### src/brqt_pkg.sv
// Purpose: Shared constants and types for the burst read query table.
// Assumes: Byte address = 4 x table index; table bytes sit in bits 7:0.
// Notes:   Table contents are fixed; only the control word is writable.
package brqt_pkg;

    // Bus geometry
    localparam int unsigned BRQT_AW = 12;
    localparam int unsigned BRQT_IW = 10;
    localparam int unsigned BRQT_DW = 32;
    localparam int unsigned BRQT_QW = 16;

    // Table indices, byte address is four times these
    localparam logic [BRQT_IW-1:0] IDX_PAGE_READ_CAP   = 10'h127;
    localparam logic [BRQT_IW-1:0] IDX_SYNC_FIELD_CNT  = 10'h128;
    localparam logic [BRQT_IW-1:0] IDX_BURST_CAP_FIRST = 10'h129;
    localparam logic [BRQT_IW-1:0] IDX_BURST_CAP_SECOND = 10'h12A;
    localparam logic [BRQT_IW-1:0] IDX_BURST_CAP_THIRD = 10'h12B;
    localparam logic [BRQT_IW-1:0] IDX_PART_REGION_CNT = 10'h12C;
    // Block-local control and status words
    localparam logic [BRQT_IW-1:0] IDX_CTRL            = 10'h100;
    localparam logic [BRQT_IW-1:0] IDX_STATUS          = 10'h101;

    // Fixed table contents
    localparam logic [7:0] PAGE_CAP_NONMUX  = 8'h05;
    localparam logic [7:0] PAGE_CAP_MUX     = 8'h00;
    localparam logic [7:0] SYNC_FIELD_CNT   = 8'h03;
    localparam logic [7:0] BURST_CFG_FIRST  = 8'h02;
    localparam logic [7:0] BURST_CFG_SECOND = 8'h03;
    localparam logic [7:0] BURST_CFG_THIRD  = 8'h07;
    localparam logic [2:0] BURST_CONT_CODE  = 3'h7;
    localparam logic [7:0] PART_REGION_DFLT = 8'h00;

    // Control word layout and reset
    localparam int unsigned CTRL_QEN_BIT = 0;
    localparam int unsigned CTRL_MUX_BIT = 1;
    localparam logic [1:0]  CTRL_RST     = 2'h0;
    localparam logic [15:0] QCOUNT_RST   = 16'h0000;

    // Register port request
    typedef struct packed {
        logic [BRQT_AW-1:0] addr;
        logic [BRQT_DW-1:0] wdata;
        logic               wr;
        logic               rd;
    } brqt_bus_req_t;

    // Query-mode read request
    typedef struct packed {
        logic [BRQT_IW-1:0] addr;
        logic               rd;
    } brqt_qreq_t;

    // Burst words for a 3-bit length code; zero means continuous
    function automatic logic [7:0] brqt_burst_words(input logic [2:0] code);
        logic [7:0] words;
        words = 8'h00;
        if (code != BURST_CONT_CODE) begin
            words = 8'(9'h001 << (code + 3'h1));
        end
        return words;
    endfunction

endpackage

### src/brqt_rom.sv
// Purpose: Constant lookup of the burst read query bytes.
// Assumes: Purely combinational; caller registers the result.
// Notes:   hit_o is low for any index outside the table.
`timescale 1ns/1ns
`default_nettype none
module brqt_rom #(
    parameter logic [7:0] PART_REGIONS = brqt_pkg::PART_REGION_DFLT
) (
    input  wire logic [brqt_pkg::BRQT_IW-1:0] idx_i,      // Table index
    input  wire logic                         mux_mode_i, // Address-data mux variant
    output logic      [7:0]                   byte_o,     // Table byte
    output logic                              hit_o       // Index is in table
);
    import brqt_pkg::*;

    // Table decode; upper config bits are reserved and read zero
    always_comb begin
        byte_o = 8'h00;
        hit_o  = 1'b1;
        case (idx_i)
            IDX_PAGE_READ_CAP: begin
                // Mux variant has no page buffer
                byte_o = mux_mode_i ? PAGE_CAP_MUX : PAGE_CAP_NONMUX;
            end
            IDX_SYNC_FIELD_CNT: begin
                byte_o = SYNC_FIELD_CNT;
            end
            IDX_BURST_CAP_FIRST: begin
                byte_o = BURST_CFG_FIRST;
            end
            IDX_BURST_CAP_SECOND: begin
                byte_o = BURST_CFG_SECOND;
            end
            IDX_BURST_CAP_THIRD: begin
                byte_o = BURST_CFG_THIRD;
            end
            IDX_PART_REGION_CNT: begin
                byte_o = PART_REGIONS;
            end
            default: begin
                hit_o = 1'b0;
            end
        endcase
    end

endmodule
`default_nettype wire

### src/brqt_top.sv
// Summary of operation
// - Page capability byte is n for 2^n page bytes: 05 normal, 00 muxed.
// - Next byte counts the burst configuration fields following; this device reports three.
// - Config byte low three bits n give 2^(n+1) word burst; first is 02.
// - Config code 07 means continuous linear burst to end of space.
// - Second burst configuration byte reads 03, a 16-word burst.
// - Third burst configuration byte reads 07, continuous bursting.
// - Partition-region count byte; zero means single partition, no more fields.
//
// Purpose: Register-port slave and query-mode read port for the table.
// Assumes: All inputs come from logic on clk_i; strobes are one cycle.
// Notes:   Read data stand one cycle after the strobe and read zero else.
//
// Decided for this implementation: strobed register access.
`timescale 1ns/1ns
`default_nettype none
module brqt_top #(
    parameter logic [7:0] PART_REGIONS = brqt_pkg::PART_REGION_DFLT
) (
    input  wire logic                           clk_i,      // 100 MHz clock
    input  wire logic                           resetn_i,   // Sync reset, low
    input  wire brqt_pkg::brqt_bus_req_t        bus_req_i,  // Register port
    output logic      [brqt_pkg::BRQT_DW-1:0]   rdata_o,    // Read data
    input  wire brqt_pkg::brqt_qreq_t           q_req_i,    // Query read
    output logic      [brqt_pkg::BRQT_QW-1:0]   q_data_o,   // Query data
    output logic                                q_valid_o,  // Query data valid
    output logic                                mux_mode_o  // Mux variant flag
);
    import brqt_pkg::*;

    // Control state
    logic [1:0]         ctrl_r;
    logic [1:0]         ctrl_nxt;
    // Register port read path
    logic [BRQT_DW-1:0] rdata_r;
    logic [BRQT_DW-1:0] rdata_nxt;
    // Query port path
    logic [BRQT_QW-1:0] qdata_r;
    logic [BRQT_QW-1:0] qdata_nxt;
    logic               qvalid_r;
    logic               qvalid_nxt;
    logic [15:0]        qcount_r;
    logic [15:0]        qcount_nxt;
    logic               qmiss_r;
    logic               qmiss_nxt;

    // Decoded request fields
    logic [BRQT_IW-1:0] bus_idx;
    logic               bus_aligned;
    logic [7:0]         bus_byte;
    logic               bus_hit;
    logic [7:0]         q_byte;
    logic               q_hit;
    logic               q_take;

    assign bus_idx     = bus_req_i.addr[BRQT_AW-1:2];
    assign bus_aligned = (bus_req_i.addr[1:0] == 2'h0);
    assign q_take      = q_req_i.rd && ctrl_r[CTRL_QEN_BIT];

    // Two lookups so both ports can read in the same cycle
    brqt_rom #(
        .PART_REGIONS (PART_REGIONS)
    ) u_bus_rom (
        .idx_i      (bus_idx),
        .mux_mode_i (ctrl_r[CTRL_MUX_BIT]),
        .byte_o     (bus_byte),
        .hit_o      (bus_hit)
    );

    brqt_rom #(
        .PART_REGIONS (PART_REGIONS)
    ) u_q_rom (
        .idx_i      (q_req_i.addr),
        .mux_mode_i (ctrl_r[CTRL_MUX_BIT]),
        .byte_o     (q_byte),
        .hit_o      (q_hit)
    );

    // Control word: only writable state; table writes are dropped
    always_comb begin
        ctrl_nxt = ctrl_r;
        if (bus_req_i.wr && bus_aligned && (bus_idx == IDX_CTRL)) begin
            ctrl_nxt = bus_req_i.wdata[1:0];
        end
    end

    always_ff @(posedge clk_i) begin
        if (!resetn_i) begin
            ctrl_r <= CTRL_RST;
        end else begin
            ctrl_r <= ctrl_nxt;
        end
    end

    // Register read mux; unmapped or misaligned reads return zero
    always_comb begin
        rdata_nxt = '0;
        if (bus_req_i.rd && bus_aligned) begin
            if (bus_hit) begin
                rdata_nxt = {24'h000000, bus_byte};
            end else if (bus_idx == IDX_CTRL) begin
                rdata_nxt = {30'h00000000, ctrl_r};
            end else if (bus_idx == IDX_STATUS) begin
                rdata_nxt = {qcount_r, 15'h0000, qmiss_r};
            end
        end
    end

    always_ff @(posedge clk_i) begin
        if (!resetn_i) begin
            rdata_r <= '0;
        end else begin
            rdata_r <= rdata_nxt;
        end
    end

    // Query read: byte on the low lane, upper lane held at zero
    always_comb begin
        qdata_nxt  = '0;
        qvalid_nxt = q_take;
        qcount_nxt = qcount_r;
        qmiss_nxt  = qmiss_r;
        if (q_take) begin
            qdata_nxt  = {8'h00, (q_hit ? q_byte : 8'h00)};
            qcount_nxt = qcount_r + 16'h0001;                  // Wraps silently
            qmiss_nxt  = !q_hit;
        end
    end

    always_ff @(posedge clk_i) begin
        if (!resetn_i) begin
            qdata_r  <= '0;
            qvalid_r <= 1'b0;
            qcount_r <= QCOUNT_RST;
            qmiss_r  <= 1'b0;
        end else begin
            qdata_r  <= qdata_nxt;
            qvalid_r <= qvalid_nxt;
            qcount_r <= qcount_nxt;
            qmiss_r  <= qmiss_nxt;
        end
    end

    // Outputs straight from flip-flops
    assign rdata_o    = rdata_r;
    assign q_data_o   = qdata_r;
    assign q_valid_o  = qvalid_r;
    assign mux_mode_o = ctrl_r[CTRL_MUX_BIT];

    // Helpers for the checks below
    logic [BRQT_IW-1:0] chk_idx;
    logic               chk_rd;
    assign chk_idx = bus_idx;
    assign chk_rd  = bus_req_i.rd && bus_aligned;

    // Page capability follows the variant chosen at read time
    page_cap_a: assert property (
        @(posedge clk_i) disable iff (!resetn_i)
        (chk_rd && chk_idx == IDX_PAGE_READ_CAP)
        |=> (rdata_o == ($past(ctrl_r[CTRL_MUX_BIT]) ? 32'h00000000 : 32'h00000005))
    ) else $error("page capability byte wrong");

    // Field count reads three
    field_cnt_a: assert property (
        @(posedge clk_i) disable iff (!resetn_i)
        (chk_rd && chk_idx == IDX_SYNC_FIELD_CNT) |=> (rdata_o == 32'h00000003)
    ) else $error("field count byte wrong");

    // First configuration is an eight-word burst, reserved bits clear
    cfg_first_a: assert property (
        @(posedge clk_i) disable iff (!resetn_i)
        (chk_rd && chk_idx == IDX_BURST_CAP_FIRST)
        |=> (rdata_o[7:3] == 5'h00) && (brqt_burst_words(rdata_o[2:0]) == 8'h08)
    ) else $error("first burst config wrong");

    // Second configuration is a sixteen-word burst
    cfg_second_a: assert property (
        @(posedge clk_i) disable iff (!resetn_i)
        (chk_rd && chk_idx == IDX_BURST_CAP_SECOND)
        |=> (rdata_o == 32'h00000003) && (brqt_burst_words(rdata_o[2:0]) == 8'h10)
    ) else $error("second burst config wrong");

    // Third configuration reads the continuous code
    cfg_third_a: assert property (
        @(posedge clk_i) disable iff (!resetn_i)
        (chk_rd && chk_idx == IDX_BURST_CAP_THIRD) |=> (rdata_o == 32'h00000007)
    ) else $error("third burst config wrong");

    // Continuous code decodes to no fixed length
    cont_code_a: assert property (
        @(posedge clk_i) disable iff (!resetn_i)
        (chk_rd && chk_idx == IDX_BURST_CAP_THIRD)
        |=> (rdata_o[2:0] == BURST_CONT_CODE) && (brqt_burst_words(rdata_o[2:0]) == 8'h00)
    ) else $error("continuous burst code wrong");

    // Partition count carries the configured region number
    part_count_a: assert property (
        @(posedge clk_i) disable iff (!resetn_i)
        (chk_rd && chk_idx == IDX_PART_REGION_CNT) |=> (rdata_o == {24'h000000, PART_REGIONS})
    ) else $error("partition region count wrong");

    // Query answer lands one cycle later, upper lane zero
    query_lane_a: assert property (
        @(posedge clk_i) disable iff (!resetn_i)
        (q_req_i.rd && ctrl_r[CTRL_QEN_BIT] && q_req_i.addr == IDX_SYNC_FIELD_CNT)
        |=> q_valid_o && (q_data_o == 16'h0003)
    ) else $error("query byte not on low lane");

    // Upper lane never carries data
    query_upper_a: assert property (
        @(posedge clk_i) disable iff (!resetn_i)
        q_valid_o |-> (q_data_o[15:8] == 8'h00)
    ) else $error("query upper lane not zero");

    // Query disabled means no answer
    query_off_a: assert property (
        @(posedge clk_i) disable iff (!resetn_i)
        (!ctrl_r[CTRL_QEN_BIT] || !q_req_i.rd) |=> !q_valid_o && (q_data_o == 16'h0000)
    ) else $error("query answered while disabled");

    // Read data only stand in the cycle after a read strobe
    rdata_idle_a: assert property (
        @(posedge clk_i) disable iff (!resetn_i)
        !bus_req_i.rd |=> (rdata_o == 32'h00000000)
    ) else $error("read data outside read slot");

    // Control write shows on the mux flag one edge later
    ctrl_write_a: assert property (
        @(posedge clk_i) disable iff (!resetn_i)
        (bus_req_i.wr && bus_aligned && bus_idx == IDX_CTRL)
        |=> (mux_mode_o == $past(bus_req_i.wdata[CTRL_MUX_BIT]))
    ) else $error("control write lost");

    // Without an aligned control write the control word holds
    ctrl_hold_a: assert property (
        @(posedge clk_i) disable iff (!resetn_i)
        !(bus_req_i.wr && bus_aligned && bus_idx == IDX_CTRL) |=> $stable(ctrl_r)
    ) else $error("control word changed without write");

    // Control word reads back in the low bits
    ctrl_read_a: assert property (
        @(posedge clk_i) disable iff (!resetn_i)
        (chk_rd && chk_idx == IDX_CTRL) |=> (rdata_o == {30'h0, $past(ctrl_r)})
    ) else $error("control readback wrong");

    // Status carries the query count with a clear middle field
    status_read_a: assert property (
        @(posedge clk_i) disable iff (!resetn_i)
        (chk_rd && chk_idx == IDX_STATUS)
        |=> (rdata_o[31:16] == $past(qcount_r)) && (rdata_o[15:1] == 15'h0000)
    ) else $error("status readback wrong");

    // Misaligned reads return zero
    misalign_zero_a: assert property (
        @(posedge clk_i) disable iff (!resetn_i)
        (bus_req_i.rd && !bus_aligned) |=> (rdata_o == 32'h00000000)
    ) else $error("misaligned read not zero");

    // Unmapped aligned reads return zero
    unmapped_zero_a: assert property (
        @(posedge clk_i) disable iff (!resetn_i)
        (chk_rd && !bus_hit && chk_idx != IDX_CTRL && chk_idx != IDX_STATUS)
        |=> (rdata_o == 32'h00000000)
    ) else $error("unmapped read not zero");

    // Every accepted query is answered on the next edge
    query_valid_a: assert property (
        @(posedge clk_i) disable iff (!resetn_i)
        q_take |=> q_valid_o
    ) else $error("accepted query not answered");

    // A query outside the table answers zero and flags the miss
    query_miss_a: assert property (
        @(posedge clk_i) disable iff (!resetn_i)
        (q_take && !q_hit) |=> (q_data_o == 16'h0000) && qmiss_r
    ) else $error("query miss not reported");

    // Each accepted query bumps the count by one
    query_count_a: assert property (
        @(posedge clk_i) disable iff (!resetn_i)
        q_take |=> (qcount_r == $past(qcount_r) + 16'h0001)
    ) else $error("query count not advanced");

    // Main scenarios
    miss_status_c: cover property (
        @(posedge clk_i) disable iff (!resetn_i)
        (q_take && !q_hit) ##[1:8] (chk_rd && chk_idx == IDX_STATUS)
    );

    rd_cont_c: cover property (
        @(posedge clk_i) disable iff (!resetn_i)
        (chk_rd && chk_idx == IDX_BURST_CAP_THIRD) ##1 (rdata_o == 32'h00000007)
    );

    mux_page_c: cover property (
        @(posedge clk_i) disable iff (!resetn_i)
        ctrl_r[CTRL_MUX_BIT] && chk_rd && chk_idx == IDX_PAGE_READ_CAP
    );

    query_seq_c: cover property (
        @(posedge clk_i) disable iff (!resetn_i)
        q_take ##1 q_take ##1 q_valid_o
    );

    wr_then_rd_c: cover property (
        @(posedge clk_i) disable iff (!resetn_i)
        (bus_req_i.wr && bus_idx == IDX_CTRL) ##1 (chk_rd && chk_idx == IDX_CTRL)
    );

endmodule
`default_nettype wire

### config.mk
export PLATFORM = sky130hd
export DESIGN_NAME = brqt_top
export DESIGN_NICKNAME = d
export VERILOG_FILES = /design/src/brqt_pkg.sv /design/src/brqt_rom.sv /design/src/brqt_top.sv
export SDC_FILE = /design/constraint.sdc
export NUM_CORES = 1
export LEC_CHECK = 0
export ABC_CLOCK_PERIOD_IN_PS = 4700
export BUFFER_PORTS_ARGS = -buffer_cell sky130_fd_sc_hd__buf_2
export CAP_MARGIN = 10
export CORE_AREA = 2 2 94 51
export DETAILED_ROUTE_END_ITERATION = 8
export DIE_AREA = 0 0 96 53
export PLACE_DENSITY = 0.82
export REMOVE_ABC_BUFFERS = 1
export SETUP_SLACK_MARGIN = 0.1
export SLEW_MARGIN = 5
export SYNTH_ARGS = -nofsm -noshare
export SYNTH_HDL_FRONTEND = slang
export SYNTH_SLANG_ARGS = --single-unit
### constraint.sdc
create_clock -name clk_i -period 4.7 [get_ports clk_i]
set_clock_uncertainty 0.2 [all_clocks]
set_input_delay 0.94 -clock clk_i [delete_from_list [all_inputs] [get_ports clk_i]]
set_output_delay 0.94 -clock clk_i [all_outputs]
set_load 0.01 [all_outputs]
# After elaboration in Yosys (flattened, before gate mapping)
# Index checks and enable logic that the tools add are counted.
[totals]
reg_bits = 68
inputBits = 59
word_cells = 49
[op_classes]
addsub = 1
n_eq_ne = 14
n_mux = 8
bitwise_logic = 3
reduce_logical = 14
[ops]
columns = ["op", "n"]
rows = [
  ["$eq A10 B9 Y1 const B", 14],
  ["$pmux W8 S4", 2],
  ["$add A16 B1 Y16 const B", 1],
  ["$mux W8", 2],
  ["$reduce_or A6 Y1", 2],
  ["$reduce_or A5 Y1", 1],
  ["$logic_and A1 B1 Y1", 4],
  ["$reduce_or A2 Y1", 2],
  ["$reduce_or A4 Y1", 1],
  ["$mux W1", 3],
  ["$mux W3", 1],
  ["$not A1 Y1", 3],
  ["$reduce_and A3 Y1", 1],
  ["$logic_not A2 Y1", 1],
  ["$reduce_and A2 Y1", 1],
  ["$logic_not A1 Y1", 1],
]

# Depth between registers and ports, before layout
# Gate-level depths: netlist (run 1).
[depth]
ltp_word = 4
depth_mapped = 5
ltp_nobuf = 5

# By module
# From an unflattened synthesis (run 1), not the netlist that was laid out.
[unflattened]
hier_cells = 232
hier_area_um2 = 2222.1
[modules_own_cells]
columns = ["module", "n_inst", "cells_each", "area_per_inst_um2", "seq_area_each_um2"]
rows = [
  ["brqt_top", 1, 192, 1949.4, 1041.0],
  ["brqt_rom", 2, 20, 136.4, 0.0],
]

# Worst setup path before layout (run 1)
# Ideal clock, no wire load.
[synth_timing]
kind = "input -> register"
start = "in q_req_i[8] (netlist bit)"
end = "reg qdata_r[0] (netlist: q_data_o[0])"
setup_time_ns = 0.078
arrival_ns = 1.921
required_time_ns = 4.422
setup_slack_ns = 2.501
path_stages = 4
n_path_buf = 0
cell_sequence = "or4b_1 -> nor3b_2 -> nand2_1 -> nor3_1"
[synth_via]
elab_chain_len = 4
[synth_lines]
columns = ["element", "line_no", "source"]
rows = [
  ["start: declaration", "brqt_top.sv:24", "input wire brqt_pkg::brqt_qreq_t q_req_i,"],
  ["$eq A10 B9 Y1", "brqt_rom.sv:20", "case (idx_i)"],
  ["$reduce_or A6 Y1 (no line)", "n/a", ""],
  ["$mux W1", "brqt_rom.sv:20", ""],
  ["$reduce_and A3 Y1 (no line)", "n/a", ""],
  ["end signal: assignment", "brqt_top.sv:137", "qdata_r <= qdata_nxt;"],
  ["end: declaration", "brqt_top.sv:38", "logic [BRQT_QW-1:0] qdata_r;"],
]
# Several ways; a longest one is shown, not always the timed one.
# A chain may end at the register's enable or synchronous reset.

# Worst setup path in the final report (run 1)
[layout_timing]
start = "in bus_req_i[38] (netlist bit)"
end = "reg rdata_r[28] (netlist: rdata_o[28])"
[layout_via]
elab_chain_len = 4
[layout_lines]
columns = ["element", "line_no", "source"]
rows = [
  ["start: declaration", "brqt_top.sv:22", "input wire brqt_pkg::brqt_bus_req_t bus_req_i,"],
  ["$eq A10 B9 Y1", "brqt_rom.sv:20", ""],
  ["$reduce_or A6 Y1 (no line)", "n/a", ""],
  ["$mux W1", "brqt_rom.sv:20", ""],
  ["$reduce_or A5 Y1 (no line) *", "n/a", ""],
  ["end signal: assignment", "brqt_top.sv:113", "rdata_r <= rdata_nxt;"],
  ["end: declaration", "brqt_top.sv:35", "logic [BRQT_DW-1:0] rdata_r;"],
]
# Every way passes the cells marked *; elsewhere a longest branch is shown, timed or not.

==> results of run 1 <==
==> layout make-up <==
type | instances | area, um2
clock inverter | 1 | 30.0
clock buffer | 7 | 76.3
timing repair buffer | 52 | 260
sequential | 42 | 841
tap | 57 | 71.3
inverter | 2 | 7.51
multi-input combinational | 154 | 950
fill | 387 | 2000
==> per-layer routing <==
metal	routed length [um]	global-route usage	vias to the layer above
met4	25	0.0429	0
li1	-	-	758
met3	206	0.0513	4
met5	0	0	-
met2	1710	0.251	43
met1	1940	0.214	701
==> tightest hold or removal path, cell delays in order (launching register included) <==
cell and delay [ps]:
dfxtp_1 320, nand2_1 50, mux2i_1 60
==> synthesized netlist by cell type <==
cell	n	area, um2
clkbuf_1	2	7.51
a31oi_1	1	6.26
xnor2_1	6	52.6
nor3b_1	4	30.0
mux2i_1	5	50.1
buf_4	26	195
dfxtp_1	42	841
and4_1	3	26.3
nand2_2	1	6.26
inv_1	2	7.51
a21oi_1	2	10.0
a21o_1	1	7.51
or3_1	1	6.26
nor4b_4	1	23.8
nand2b_1	3	18.8
and4b_1	2	20.0
nor3_4	1	16.3
conb_1	1	3.75
nand3_1	5	25.0
a21boi_0	2	15.0
nand2_1	10	37.5
or4b_1	1	10.0
buf_6	1	11.3
nor3b_2	1	12.5
and2_1	17	106
nor2b_1	2	12.5
nor4_1	2	12.5
nand4_1	12	75.1
a32o_1	2	20.0
nor3_1	6	30.0
o21a_1	1	7.51
nor4_4	1	21.3
o21ai_0	7	35.0
ha_1	1	12.5
xor2_1	6	52.6
nor2_1	18	67.6
and4bb_2	1	12.5
and3_1	2	12.5
==> kinds of logic after synthesis <==
logic type	share of synthesized area
mux	0.0261
xor+xnor	0.0548
fa+ha+maj	0.00652
simple gates	0.304
buf+inv	0.115
flops	0.438
other cells	0.00196
compound gates	0.0528
==> power by group <==
| group | internal [mW] | leakage [nW] | switching (mW) | total [mW] |
|---|---|---|---|---|
| Clock | 0.159 | 0.0524 | 0.115 | 0.274 |
| Sequential | 0.355 | 0.338 | 0.00000646 | 0.355 |
| Combinational | 0.0148 | 0.606 | 0.0277 | 0.0426 |
==> worst max path at each step <==
stage | start | end | slack [ps] | depth (start not counted)
after floorplan | q_req_i[8] | q_data_o[0] | 2500 | 4
after global placement | bus_req_i[38] | rdata_o[19] | 2190 | 5
after detailed placement | bus_req_i[38] | rdata_o[28] | 2180 | 5
after CTS | bus_req_i[38] | rdata_o[16] | 2460 | 5
after global routing | bus_req_i[38] | rdata_o[22] | 2340 | 5
final | bus_req_i[38] | rdata_o[28] | 2440 | 5
==> flip-flops by register name, indices dropped and copies added (netlist names) <==
name and cells:
q_data_o 3, qmiss_r 1, rdata_o 19, q_valid_o 1, qcount_r 16, ctrl_r 2
==> out/metrics.yaml, run 1 <==
run_status:
  status: "complete, no violations"
sta:
  setup_violations: 0
  slew_headroom: 0.611
  drv_slew: 0
  rsz0062_at_grt: "false"
  fmax_ghz: 0.442
  tns_ps: 0
  fin_hold_ws_ps: 278
  fin_crit_ps: 2260
  setup_slack_ps: 2440
  fin_crit_sh: 0.481
  hold_viol: 0
  worst_pin_slew_ps: 581
final_layout:
  final_util: 0.528
  drive_above_1_share: 0.248
  fin_nets: 317
  syn_to_final_growth_pct: 16.6
  final_area_mm2: 0.00224
  final_cell_mix: "buf_2 (52), dfxtp_1 (42), conb_1 (26), nor2_1 (18), and2_1 (17)"
  final_cells: 315
  final_common_cell: "buf_2"
  diodes: 0
worst_setup_path:
  critPathLaunchType: "input port"
  r2r_cells: 4
  worstSetupEndpointType: "flop"
  cp_top_family: "simple AND/OR/NAND/NOR gates"
  r2r_start: "ctrl_r[0]"
  arrival_ps: 2290
  critical_path.cell_chain: "buf_2 > nor4_4 > nand2_2 > nor3_4 > and2_1"
  slowest_delay_ps: 470
  crit_required_ps: 4730
  worst-path-buf-inv: 1
  regToRegSetupSlack_ps: 2880
  cpMaxStageDelayCell: "nor3_4"
  reg2reg_to: "qcount_r[15]"
  crit_fanout: 17
  crit_type: "input port to flop"
detailed_routing:
  drc: 0
  ant_nets: 0
  drt-initial-drc-count: 41
  firstDrtPassIters: 4
  wl_per_cell_um: 12.3
  wl_um: 3870
  num_vias: 1506
  via_per_inst: 4.78
cts:
  root_buffer: "clkbuf_8"
  post_cts_resize_count: 0
  cts_sinks: 42
  cts_buffers: 5
  cts.htree.levels: 2
  clk_path_buf_depth: 2
  postCtsSetupBuffers: 0
  cts_tree: "done"
  cts_hold_buffers: 0
  insertion_delay_ps: 280
  clkTransAtPathRegs_ps: 70
synthesis:
  yosysWarnings: 0
  yosysUniqueCellTypes: 38
  syn_avg_cell_area_um2: 9.50
  syn_inst: 202
  synth_seq_cells: 42
  syn-cell-area_mm2: 0.00192
  yosysSeqAreaShare: 0.438
placed_design:
  dp_hpwl_um: 2850
  portBuffers: 52
  post-place-ws_ps: 2180
  placed_cells: 307
  dpl_cell_area_mm2: 0.00213
  gp_congestion: 0.827
grt:
  grt_pass1_wl_um: 6200
  grt_pass1_vias: 1366
  gr-total-overflow: 0
  antenna_found_initial: 0
  grt_max_degree: 18
  grtUsageTotal: 0.161
die:
  rows: 17
  coreArea_mm2: 0.00423
  initial_utilization: 0.453
  ios: 109
  die_h_um: 53
  die_area_mm2: 0.00509
  die_w_um: 96
power_and_ir_drop:
  power.total_uw: 672
  power.leakage_nw: 0.997
  p_per_area_mw_per_mm2: 301
  ir_drop_mv: 0.132
min_path:
  whs_path_depth: 2
  hold-path-endpoint: "qcount_r[15]"
  hold_class: "flop to flop"
  min-delay-start: "qcount_r[15]"
flow_run:
  maxCapViolCount: 0
Power figures use the tool's default switching activity.
==> run 2, diff against run 1 <==
--- a/config.mk
+++ b/config.mk
@@ -5,13 +5,13 @@
 export SDC_FILE = /design/constraint.sdc
 export NUM_CORES = 1
 export LEC_CHECK = 0
-export ABC_CLOCK_PERIOD_IN_PS = 4700
+export ABC_CLOCK_PERIOD_IN_PS = 2100
 export BUFFER_PORTS_ARGS = -buffer_cell sky130_fd_sc_hd__buf_2
 export CAP_MARGIN = 10
-export CORE_AREA = 2 2 94 51
+export CORE_AREA = 2 2 97 52
 export DETAILED_ROUTE_END_ITERATION = 8
-export DIE_AREA = 0 0 96 53
-export PLACE_DENSITY = 0.82
+export DIE_AREA = 0 0 99 54
+export PLACE_DENSITY = 0.78
 export REMOVE_ABC_BUFFERS = 1
 export SETUP_SLACK_MARGIN = 0.1
 export SLEW_MARGIN = 5
==> constraint.sdc (replaced) <==
create_clock -name clk_i -period 2.1 [get_ports clk_i]
set_clock_uncertainty 0.2 [all_clocks]
set_input_delay 0.42 -clock clk_i [delete_from_list [all_inputs] [get_ports clk_i]]
set_output_delay 0.42 -clock clk_i [all_outputs]
set_load 0.01 [all_outputs]
==> run 2 against run 1 <==
  * Final cell count up 1.3%
  * Total power is 150% higher
  * Sequential share of layout area decreased by 0.78 points
  * Clock power rose to 2.8 times the previous value
  * Via count fell by 0.46%
  * Global-route usage fell by 0.91 points
  * Largest power group unchanged
  * Critical endpoint is now qcount_r[15]
  * Routed wire length fell by 5.0%
  * Design area rose by 2.1%
  * Sequential cell count stayed put
  * Core utilization decreased by 3.4 points
==> out/metrics.yaml, run 2 (synthesis gave the netlist of run 1 again) <==
cts:
  post_cts_resize_count: 0
  cts.htree.levels: 2
  clk_path_buf_depth: 2
  cts_tree: "done"
  cts_buffers: 5
  cts_sinks: 42
  postCtsSetupBuffers: 0
  cts_hold_buffers: 0
  clkTransAtPathRegs_ps: 80
  root_buffer: "clkbuf_8"
  insertion_delay_ps: 300
power_and_ir_drop:
  ir_drop_mv: 0.262
  p_per_area_mw_per_mm2: 731
  power.leakage_nw: 1.02
final_layout:
  final_cell_mix: "buf_2 (52), dfxtp_1 (42), conb_1 (26), nor2_1 (18), and2_1 (17)"
  diodes: 0
  largest_register_ffs: 19
  syn_to_final_growth_pct: 19.0
  fin_nets: 318
  drive_above_1_share: 0.259
  final_common_cell: "buf_2"
min_path:
  hold_class: "input port to flop"
grt:
  gr-total-overflow: 0
  grt_max_degree: 18
  antenna_found_initial: 0
  grtUsageTotal: 0.152
  grt_pass1_vias: 1312
  grt_pass1_wl_um: 6090
run_status:
  status: "complete, no violations"
sta:
  tns_ps: 0
  setup_slack_ps: 384
  fin_crit_ps: 1720
  slew_headroom: 0.660
  setup_violations: 0
  fin_crit_sh: 0.817
  worst_pin_slew_ps: 510
  fmax_ghz: 0.583
  hold_viol: 0
  drv_slew: 0
  rsz0062_at_grt: "false"
detailed_routing:
  num_vias: 1499
  drc: 0
  wl_um: 3680
  firstDrtPassIters: 4
  drt-initial-drc-count: 51
  ant_nets: 0
  wl_per_cell_um: 11.5
  via_per_inst: 4.70
worst_setup_path:
  crit_type: "flop to flop"
  critPathLaunchType: "flop"
  arrival_ps: 1700
  critical_path.cell_chain: "nand3_1 > nor3_1 > nand4_1 > mux2i_1"
  crit_fanout: 7
  slowest_delay_ps: 440
  crit_required_ps: 2090
  worstSetupEndpointType: "flop"
  cpMaxStageDelayCell: "nor3_1"
die:
  die_area_mm2: 0.00535
  die_w_um: 99
  coreArea_mm2: 0.00462
  die_h_um: 54
  initial_utilization: 0.415
  ios: 109
  rows: 18
placed_design:
  dp_hpwl_um: 2770
  gp_congestion: 0.810
  portBuffers: 52
  post-place-ws_ps: 193
flow_run:
  maxCapViolCount: 0
[run 2: changes by cell type in the layout (fill, tap and decap cells not counted), sizes merged]
cell,before,now
bufinv,1,2
clkbuf,7,6
buf,52,53
[run 2: layout make-up]
type                       instances  area [um2]
inverter                           2        7.51
clock buffer                       6        82.6
sequential                        42         841
multi-input combinational        154         950
tap                               60        75.1
clock inverter                     2        60.1
timing repair buffer              53         268
fill                             445        2330
[run 2: final timing paths]
| kind | start | end | slack, ps | cells past startpoint |
|---|---|---|---|---|
| worst max register to register | ctrl_r[0] | qcount_r[15] | 380 | 4 |
| worst min-delay path | bus_req_i[3] | ctrl_r[1] | 150 | 3 |
| worst min register to register | qcount_r[15] | qcount_r[15] | 290 | 2 |
| worst max-delay path | ctrl_r[0] | qcount_r[15] | 380 | 4 |
[run 2: stage by stage]
| step | hold slack, ps | instance area [um2] | total power [mW] | utilization | std cells |
|---|---|---|---|---|---|
| after global placement | 258 | 2140 | 0.904 | 0.464 | 311 |
| final | 147 | 2280 | 1.67 | 0.495 | 319 |
| after CTS | 134 | 2280 | 1.69 | 0.495 | 319 |
| after detailed placement | 281 | 2140 | 0.907 | 0.464 | 311 |
| after floorplan | 237 | 1800 | 0.861 | - | 198 |
| after global routing | 162 | 2280 | 1.73 | 0.495 | 319 |
[run 2: report_power, final]
part / leakage (nW) / internal, mW / switching (mW)
registers: 0.338 / 0.796 / 0.0000138
clock network: 0.0714 / 0.507 / 0.272
logic: 0.612 / 0.0331 / 0.0610
[run 2: critical path: cells and delay by family (launching register included)]
family,cells,cell delay (ps)
flops,1,430
mux,1,150
simple gates,3,820
[run 2: layer usage]
layer | GRT usage | wire length, um
met3 | 0.0597 | 214
met4 | 0.0731 | 80
met2 | 0.229 | 1520
met5 | 0 | 0
met1 | 0.193 | 1860
